## src/logic/sdram_row_addr_mux_defines.svh

```systemverilog
`ifndef SDRAM_ROW_ADDR_MUX_DEFINES_SVH
`define SDRAM_ROW_ADDR_MUX_DEFINES_SVH

// row-shift selection field inside the control byte
`define RSS_MSB 6
`define RSS_LSB 3
`define RSS_RESET 4'h0

// legal selection codes on the synchronous interface
`define RSS_CODE_A9_X16 4'h4
`define RSS_CODE_A10 4'h5
`define RSS_CODE_A9_X32 4'h7
`define RSS_CODE_A10_256 4'hD
`define RSS_CODE_A11 4'hE

// internal bit index that lands on external pin A1 in the row phase
`define ROW_START_A9 4'h9
`define ROW_START_A10 4'hA
`define ROW_START_A11 4'hB

// external pin that receives the row start bit
`define ROW_START_PIN 1

// largest shift in use (ordinary dram, field low bits 11): pins need the bits
`define ROW_SHIFT_MAX 11

// shift used for the ordinary dram interface: base plus low code bits
`define DRAM_SHIFT_BASE 4'h8

// shift fallback when a prohibited code is loaded
`define SHIFT_FALLBACK 4'h8

`endif

```

## src/logic/sdram_row_addr_mux_pkg.sv

```systemverilog
package sdram_row_addr_mux_pkg;

  // one-hot phase of the multiplexed address pins
  typedef enum logic [2:0] {
    PH_IDLE = 3'b001,
    PH_ROW = 3'b010,
    PH_COL = 3'b100
  } phase_t;

  // phase request from the bus cycle sequencer
  typedef struct packed {
    logic row;
    logic col;
  } phase_req_t;

  // configuration seen by the multiplexer
  typedef struct packed {
    logic sdram_mode;
    logic bus_32;
  } mux_cfg_t;

endpackage : sdram_row_addr_mux_pkg

```

## src/logic/sdram_row_addr_mux.sv

```systemverilog
`timescale 1ns/1ps
`include "sdram_row_addr_mux_defines.svh"
module sdram_row_addr_mux #(
  parameter int INT_AW = 26,
  parameter int EXT_AW = 15
) (
  input wire logic i_clk_sys, // 250 MHz bus clock
  input wire logic i_reset_n, // async reset, active low
  input wire logic i_field_we, // control byte write strobe
  input wire logic [7:0] i_field_wdata, // control byte write data
  input wire sdram_row_addr_mux_pkg::mux_cfg_t i_cfg, // mode and bus width
  input wire sdram_row_addr_mux_pkg::phase_req_t i_phase, // phase request
  input wire logic [INT_AW-1:0] i_addr, // internal byte address
  output logic [3:0] o_row_shift_select, // field readback
  output logic [EXT_AW-1:0] o_ext_addr, // external address pins
  output logic o_row_phase, // pins carry a row address
  output logic o_col_phase, // pins carry a column address
  output logic o_code_error // loaded code unusable here
);

  // the widest row shift must still leave the pins fed from real bits
  // refused at elaboration, so a bad size never reaches simulation
  if (EXT_AW + `ROW_SHIFT_MAX > INT_AW) begin : g_aw_check
    $error("sdram_row_addr_mux: INT_AW too small for EXT_AW");
  end
  if (EXT_AW < `ROW_START_PIN + 1) begin : g_pin_check
    $error("sdram_row_addr_mux: EXT_AW must reach pin A1");
  end

  logic [3:0] sel_q;
  logic [3:0] sel_d;
  logic [EXT_AW-1:0] ext_q;
  logic [EXT_AW-1:0] ext_d;
  logic err_q;
  logic err_d;
  logic row_q;
  logic col_q;
  sdram_row_addr_mux_pkg::phase_t phase_q;
  sdram_row_addr_mux_pkg::phase_t phase_d;

  wire code_a9_x16;
  wire code_a10;
  wire code_a9_x32;
  wire code_a10_256;
  wire code_a11;
  wire code_legal;
  wire width_bad;
  wire [3:0] sdram_start;
  wire [3:0] dram_start;
  wire [3:0] row_start;
  wire [3:0] row_shift;
  wire [EXT_AW-1:0] row_addr;
  wire [EXT_AW-1:0] col_addr;
  wire row_next;
  wire col_next;

  // field load; only bits 6..3 of the control byte belong to us
  assign sel_d = i_field_we ? i_field_wdata[`RSS_MSB:`RSS_LSB] : sel_q;

  // code decode for the synchronous interface
  assign code_a9_x16 = (sel_q == `RSS_CODE_A9_X16);
  assign code_a10 = (sel_q == `RSS_CODE_A10);
  assign code_a9_x32 = (sel_q == `RSS_CODE_A9_X32);
  assign code_a10_256 = (sel_q == `RSS_CODE_A10_256);
  assign code_a11 = (sel_q == `RSS_CODE_A11);
  assign code_legal = code_a9_x16 | code_a10 | code_a9_x32
                      | code_a10_256 | code_a11;

  // width mismatches are software faults; flagged, not corrected
  assign width_bad = (code_a11 & i_cfg.bus_32)
                     | (code_a9_x32 & ~i_cfg.bus_32);

  // start bit per code; prohibited codes fall back to A9 so pins stay sane
  assign sdram_start = code_a9_x16 ? `ROW_START_A9 :
                       code_a10 ? `ROW_START_A10 :
                       code_a9_x32 ? `ROW_START_A9 :
                       code_a10_256 ? `ROW_START_A10 :
                       code_a11 ? `ROW_START_A11 :
                       (`SHIFT_FALLBACK + 4'h1);

  // ordinary dram reads the field with its own shift table
  assign dram_start = `DRAM_SHIFT_BASE + {2'b00, sel_q[1:0]} + 4'h1;
  assign row_start = i_cfg.sdram_mode ? sdram_start : dram_start;

  // pin 0 takes the bit below the start, so pin A1 takes the start bit
  assign row_shift = row_start - 4'(`ROW_START_PIN);

  addr_shifter #(
    .IN_W(INT_AW),
    .OUT_W(EXT_AW)
  ) u_row_shift (
    .i_addr(i_addr),
    .i_shift(row_shift),
    .o_addr(row_addr)
  );

  // column phase uses the unshifted low address bits
  assign col_addr = i_addr[EXT_AW-1:0];

  // next phase; row takes priority if both are requested at once
  always_comb begin
    phase_d = phase_q;
    ext_d = ext_q;
    case (1'b1)
      i_phase.row: begin
        phase_d = sdram_row_addr_mux_pkg::PH_ROW;
        ext_d = row_addr;
      end
      i_phase.col: begin
        phase_d = sdram_row_addr_mux_pkg::PH_COL;
        ext_d = col_addr;
      end
      default: begin
        phase_d = sdram_row_addr_mux_pkg::PH_IDLE;
      end
    endcase
  end

  // phase flags get their own flops so the outputs carry no decode
  assign row_next = (phase_d == sdram_row_addr_mux_pkg::PH_ROW);
  assign col_next = (phase_d == sdram_row_addr_mux_pkg::PH_COL);

  // error flag only means something on the synchronous interface
  assign err_d = i_cfg.sdram_mode & (~code_legal | width_bad);

  // field register
  always_ff @(posedge i_clk_sys or negedge i_reset_n) begin
    if (!i_reset_n) begin
      sel_q <= `RSS_RESET;
    end else begin
      sel_q <= sel_d;
    end
  end

  // pin and phase registers; pins hold their last value while idle
  always_ff @(posedge i_clk_sys or negedge i_reset_n) begin
    if (!i_reset_n) begin
      phase_q <= sdram_row_addr_mux_pkg::PH_IDLE;
      ext_q <= '0;
      err_q <= 1'b0;
      row_q <= 1'b0;
      col_q <= 1'b0;
    end else begin
      phase_q <= phase_d;
      ext_q <= ext_d;
      err_q <= err_d;
      row_q <= row_next;
      col_q <= col_next;
    end
  end

  assign o_row_shift_select = sel_q;
  assign o_ext_addr = ext_q;
  assign o_row_phase = row_q;
  assign o_col_phase = col_q;
  assign o_code_error = err_q;
endmodule : sdram_row_addr_mux

```

## src/logic/addr_shifter.sv

```systemverilog
`timescale 1ns/1ps
// right shift of the internal address, trimmed to the external pin width
module addr_shifter #(
  parameter int IN_W = 26,
  parameter int OUT_W = 15
) (
  input wire logic [IN_W-1:0] i_addr, // internal address
  input wire logic [3:0] i_shift, // pin 0 receives this bit index
  output logic [OUT_W-1:0] o_addr // shifted address
);

  // elaboration check: the shifter cannot invent bits above its input
  if (OUT_W > IN_W) begin : g_width_check
    $error("addr_shifter: output wider than input");
  end

  wire [IN_W-1:0] shifted;

  // barrel shift; upper bits fill with zero
  assign shifted = i_addr >> i_shift;
  assign o_addr = shifted[OUT_W-1:0];

endmodule : addr_shifter

```

## config.mk

```make
export PLATFORM = sky130hd
export DESIGN_NAME = sdram_row_addr_mux
export DESIGN_NICKNAME = d
export VERILOG_FILES = /design/src/logic/sdram_row_addr_mux_pkg.sv /design/src/logic/sdram_row_addr_mux.sv /design/src/logic/addr_shifter.sv
export VERILOG_INCLUDE_DIRS = /design/src /design/src/logic
export SDC_FILE = /design/constraint.sdc
export NUM_CORES = 1
export LEC_CHECK = 0
export BUFFER_PORTS_ARGS = -buffer_cell sky130_fd_sc_hd__buf_2
export CAP_MARGIN = 10
export CORE_MARGIN = 10
export CORE_UTILIZATION = 40
export CTS_BUF_LIST = sky130_fd_sc_hd__clkbuf_8
export DETAILED_ROUTE_END_ITERATION = 16
export PLACE_DENSITY = 0.62
export SYNTH_ARGS = -nofsm -noshare
export SYNTH_HDL_FRONTEND = slang
export SYNTH_SLANG_ARGS = --single-unit
```

## constraint.sdc

```tcl
create_clock -name i_clk_sys -period 3.2 [get_ports i_clk_sys]
set_clock_uncertainty 0.2 [all_clocks]
set_input_delay 0.32 -clock i_clk_sys [delete_from_list [all_inputs] [get_ports i_clk_sys]]
set_output_delay 0.32 -clock i_clk_sys [all_outputs]
set_load 0.05 [all_outputs]
```

Yosys cells after proc, flatten, opt, wreduce, memory -nomap -nowiden. Cells that the tools add are included.

Memories: 0. Memory bits (read-only): 0. Bits in writable memories: 0. Latch bits: 0. Flip-flop bits (word level): 22. Output and inout port bits: 22.

Add/sub/neg operators: 3. Bitwise operators: 11. Equal/unequal tests: 7. $lt $le $gt $ge: 0. Shift-type cells: 1. Multiply operators: 0. Reduce and logical (&&, ||, !) cells: 1. Div/mod/pow operators: 0. Multiplexer cells: 10.

Operators by type and width (number): two-way mux 15 bit (2); right shift 26 x 4 -> 15 bit (1); equality test 4 x 3 -> 1 bit (second input constant) (3); two-way mux 2 bit (5); equality test 4 bit (second input constant) (2); two-way mux 3 bit (2); bitwise OR 1 bit (6); adder 4 x 1 -> 4 bit (second input constant) (1); adder 4 x 2 -> 4 bit (first input constant) (1); two-way mux 4 bit (1); subtractor 4 x 1 -> 4 bit (second input constant) (1); AND 1 bit (3); equality test 3 x 2 -> 1 bit (second input constant) (1); equality test 3 bit (second input constant) (1); inverter 1 bit (2); nonzero test 2 bit (1).

Longest topological paths before layout.
Depth after elaboration: 10. Mapped depth: 11. Depth with buffers taken out: 8.

Cells and area by module. A second synthesis with hierarchy kept.

Cells, all modules: 195. Area, all modules: 2199.6 µm².

By module, submodules not included: sdram_row_addr_mux (cells an instance 106, area an instance 1111.1 µm², sequential area each 550.5 µm², instances 1); addr_shifter (cells an instance 89, area an instance 1088.5 µm², sequential area each 0.0 µm², instances 1).

Least setup slack after synthesis. Ideal clock, no wire load.

Path kind: reg-to-reg. Start point: register sel_q[0], in the netlist o_row_shift_select[0]. End point: register ext_q[3], in the netlist o_ext_addr[3]. Cell stages (with the launch flop): 10. Buffers on the path: 1. Data arrival time: 2722 ps. Slack: 140 ps. Library setup time: 138 ps. Cells stage by stage: dfrtp_1 -> buf_2 -> inv_1 -> ha_1 -> xor2_1 -> mux2_2 -> o21ai_0 -> a21oi_1 -> a211oi_1 -> o22ai_1.

Cells in the longest elaborated chain, start to end: 10.

RTL lines: from (decl) (RTL line sdram_row_addr_mux.sv:30) `logic [3:0] sel_q;`; from (signal assigned) (RTL line sdram_row_addr_mux.sv:129) `` sel_q <= `RSS_RESET; ``; from (signal assigned) (RTL line sdram_row_addr_mux.sv:131) `sel_q <= sel_d;`; parallel branches: the longest is 6 deep, another holds adder 4 x 2 -> 4 bit; two-way mux 4 bit (*) (RTL line sdram_row_addr_mux.sv:83) `assign row_start = i_cfg.sdram_mode ? sdram_start : dram_start;`; subtractor 4 x 1 -> 4 bit (*) (RTL line sdram_row_addr_mux.sv:86) `` assign row_shift = row_start - 4'(`ROW_START_PIN); ``; right shift 26 x 4 -> 15 bit (*) (RTL line addr_shifter.sv:20) `assign shifted = i_addr >> i_shift;`; two-way mux 15 bit (*) (RTL line sdram_row_addr_mux.sv:104) `case (1'b1)`; to (signal assigned) (RTL line sdram_row_addr_mux.sv:145) `ext_q <= ext_d;`; to (decl) (RTL line sdram_row_addr_mux.sv:32) `logic [EXT_AW-1:0] ext_q;`.

Every way passes the cells marked *. A chain may end at the register's enable or synchronous reset.

Final worst setup path.
Start point: register sel_q[0], in the netlist o_row_shift_select[0]. End point: register ext_q[11], in the netlist o_ext_addr[11].

The elaborated chain is that of the path after synthesis.

==> impl_metrics.json <==
{
  "vias": 1981,
  "synth_xor_area_share_pct": 2.44,
  "antenna_left": 0,
  "critPathArrivalTime_ns": 2.85,
  "crit_path_end_kind": "flip-flop",
  "cts_setup_buffers": 0,
  "wl_um": 6260,
  "crit_fanout": 9,
  "finalSetupViolCount": 0,
  "power_density_nw_per_um2": 485,
  "finalNetCount": 329,
  "clk_pin_slew_worst_paths_ns": 0.08,
  "slowest_delay_ns": 0.54,
  "clock-root-buffer": "clkbuf_8",
  "peakVddDrop_v": 0.000226,
  "first_pass_iters": 4,
  "fmax_mhz": 342,
  "slowest_stage": "xnor2_2",
  "area_delta_synth_final_pct": 19.4,
  "grt_max_degree": 37,
  "gp_congestion": 0.845,
  "finalHoldViolations": 0,
  "core-area_um2": 5170,
  "synth_compound_area_share_pct": 21.6,
  "tritoncts": "built",
  "post-route-period-util_pct": 91.5,
  "clk_latency_ns": 0.26,
  "place.detailed.hpwl_um": 4840,
  "cts.sinks": 22,
  "synth_nets": 275,
  "synth_warnings": 0,
  "cts_max_level": 1,
  "antenna_found_initial": 0,
  "cts_max_path_buffers": 2,
  "status": "completed",
  "r2r_cells": 8,
  "grt-ovfl-total": 0,
  "cts-resized-gates": 0,
  "power_mw": 1.25,
  "maxSlewViolCount": 0,
  "synth.area.mux_share_pct": 28.7,
  "leakagePower_nw": 1.23,
  "rsz0062_at_grt": "no",
  "max_cap_violations": 0,
  "io_pins": 63,
  "die_area_um2": 8730,
  "grt_usage_pct": 14.3,
  "relSlewSlack_pct": 59.7,
  "io_buffers": 58,
  "via_per_inst": 5.61,
  "grt_pass1_wl_um": 10300,
  "drtIter0Drc": 173,
  "hold_depth": 3,
  "ys_ff_latch": 22,
  "avgSynthCellArea_um2": 9.38,
  "critPathKind": "flip-flop to flip-flop",
  "cts_made_buffers": 3,
  "cp-start-kind": "flip-flop",
  "synth_edf_count": 0,
  "wl_per_cell_um": 17.7,
  "seq_area_frac_synth_pct": 25.5,
  "required_ns": 3.12,
  "die_w_um": 93.4,
  "cp_cell_sequence": "inv_1 > ha_1 > o2111ai_1 > nand3_2 > xnor2_2 > mux2i_1 > and2_1 > o22ai_1",
  "synth_top_family_by_area": "multiplexers",
  "fp-row-count": 26,
  "async_reset_ff_share_pct": 100,
  "worst_hold_path_type": "primary input to flip-flop",
  "initial_utilization_pct": 41.7,
  "tns_ns": 0,
  "synthFlopType": "dfrtp_1",
  "antennaDiodeCount": 0,
  "drc": 0,
  "worst_slew_pin_slew_ns": 0.604,
  "netlist_area_um2": 2160,
  "synthCells": 230,
  "die_y_um": 93.4,
  "grt_pass1_vias": 2061,
  "synth_cell_type_count": 49,
  "synthSimpleGateAreaFrac_pct": 14.0,
  "synthAdderAreaFrac_pct": 2.32,
  "post_route_cells_drive_above_1_share_pct": 30.4,
  "finalCriticalPeriod_ns": 2.93
}
[timing repair]
item / 4_1_cts / 5_1_grt
endpoints found under the hold margin: 22 / 0
hold buffers: 1 / 0
endpoints found under the setup margin: 0 / 0
[placed cells by master, fill, tap and decap left out, types with 7 or more instances in the layout]
master / synthesis / layout
a211oi_1: 10 / 10
a21oi_1: 13 / 13
buf_2: 3 / 58
dfrtp_1: 22 / 22
mux2_2: 10 / 10
mux2i_1: 46 / 46
nand2_1: 15 / 15
nor2_1: 7 / 7
nor2b_1: 11 / 11
o21ai_0: 9 / 9
o22ai_1: 13 / 13
[kinds of logic (layout without fill, tap and decap cells)]
kind of cell               count (synthesis)  after routing
adders and majority gates                  4              4
xor gates and xnor gates                   3              3
and+or+nand+nor                           53             53
AOI/OAI and AO/OA                         68             68
DFF                                       22             22
buffers and inverters                     21             74
muxes                                     59             59
[where the power goes]
group          internal, mW  switching [mW]
sequential            0.322          0.0245
clock                 0.167          0.0950
combinational         0.223           0.418
[through the flow]
stage	cells	util (%)	cell area [um^2]	hold slack, ns	setup WS [ns]
after floorplan	230	-	2160	-0.176	0.140
after global placement	348	48.2	2490	0.129	0.301
after detailed placement	348	48.2	2490	0.135	0.282
after CTS	353	49.8	2580	0.0519	0.257
after global routing	353	49.8	2580	0.0636	0.0888
final	353	49.8	2580	0.0552	0.274
[path summary, 6_finish.rpt]
path / start / to / slack, ns
max in group asynchronous: i_reset_n / o_row_shift_select[2] / 2.07
setup / recovery: o_row_shift_select[0] / o_ext_addr[11] / 0.27
min in group asynchronous: i_reset_n / o_ext_addr[8] / 0.37
hold / removal: i_field_wdata[3] / o_row_shift_select[0] / 0.06
hold reg to reg: o_ext_addr[3] / o_ext_addr[3] / 0.39
setup reg to reg: o_row_shift_select[0] / o_ext_addr[11] / 0.27
[layer usage]
| metal | wire (um) | part of all wire, % | global-route usage [%] |
|---|---|---|---|
| met2 | 2940 | 47 | 23.9 |
| met1 | 2760 | 44 | 17.7 |
| met5 | 0 | 0 | 0 |
| met4 | 72 | 1.2 | 3.73 |
| met3 | 489 | 7.8 | 3.84 |
[cells in the mapped netlist (2+ instances only)]
master | count | area share [%]
mux2i_1 | 46 | 21
dfrtp_1 | 22 | 26
nand2_1 | 15 | 2.6
a21oi_1 | 13 | 3.0
o22ai_1 | 13 | 3.8
nor2b_1 | 11 | 3.2
a211oi_1 | 10 | 3.5
mux2_2 | 10 | 5.2
o21ai_0 | 9 | 2.1
clkbuf_1 | 7 | 1.2
nor2_1 | 7 | 1.2
a31oi_1 | 5 | 1.5
inv_1 | 5 | 0.87
nand3_1 | 5 | 1.2
ha_1 | 4 | 2.3
buf_2 | 3 | 0.70
buf_6 | 3 | 1.6
o211ai_1 | 3 | 1.0
and2_1 | 2 | 0.58
buf_1 | 2 | 0.35
mux2_1 | 2 | 1.0
nand2b_1 | 2 | 0.58
nand3b_1 | 2 | 0.70
nor3_1 | 2 | 0.46
o2111ai_1 | 2 | 0.81
or3_1 | 2 | 0.58
[layout make-up]
type                            instances  area [um^2]
Fill cell                             509         2600
Multi-Input combinational cell        187         1490
Sequential cell                        22          551
Timing Repair Buffer                   65          358
Tap cell                               70         87.6
Clock buffer                            3         41.3
Clock inverter                          1         30.0
Inverter                                5         18.8
[critical path: cells and delay by family, from the launching register on]
family	cells	cell delay, ns
xor gates and xnor gates	1	0.54
and+or+nand+nor	2	0.47
DFF	1	0.43
AOI/OAI and AO/OA	2	0.37
muxes	1	0.33
adders and majority gates	1	0.27
buffers and inverters	1	0.17
[state kept, by name (all words and copies together), names as in the netlist]
signal / flops
o_ext_addr: 15
o_col_phase: 1
o_code_error: 1
o_row_phase: 1
o_row_shift_select: 4
(Power assumes the default switching activity.)
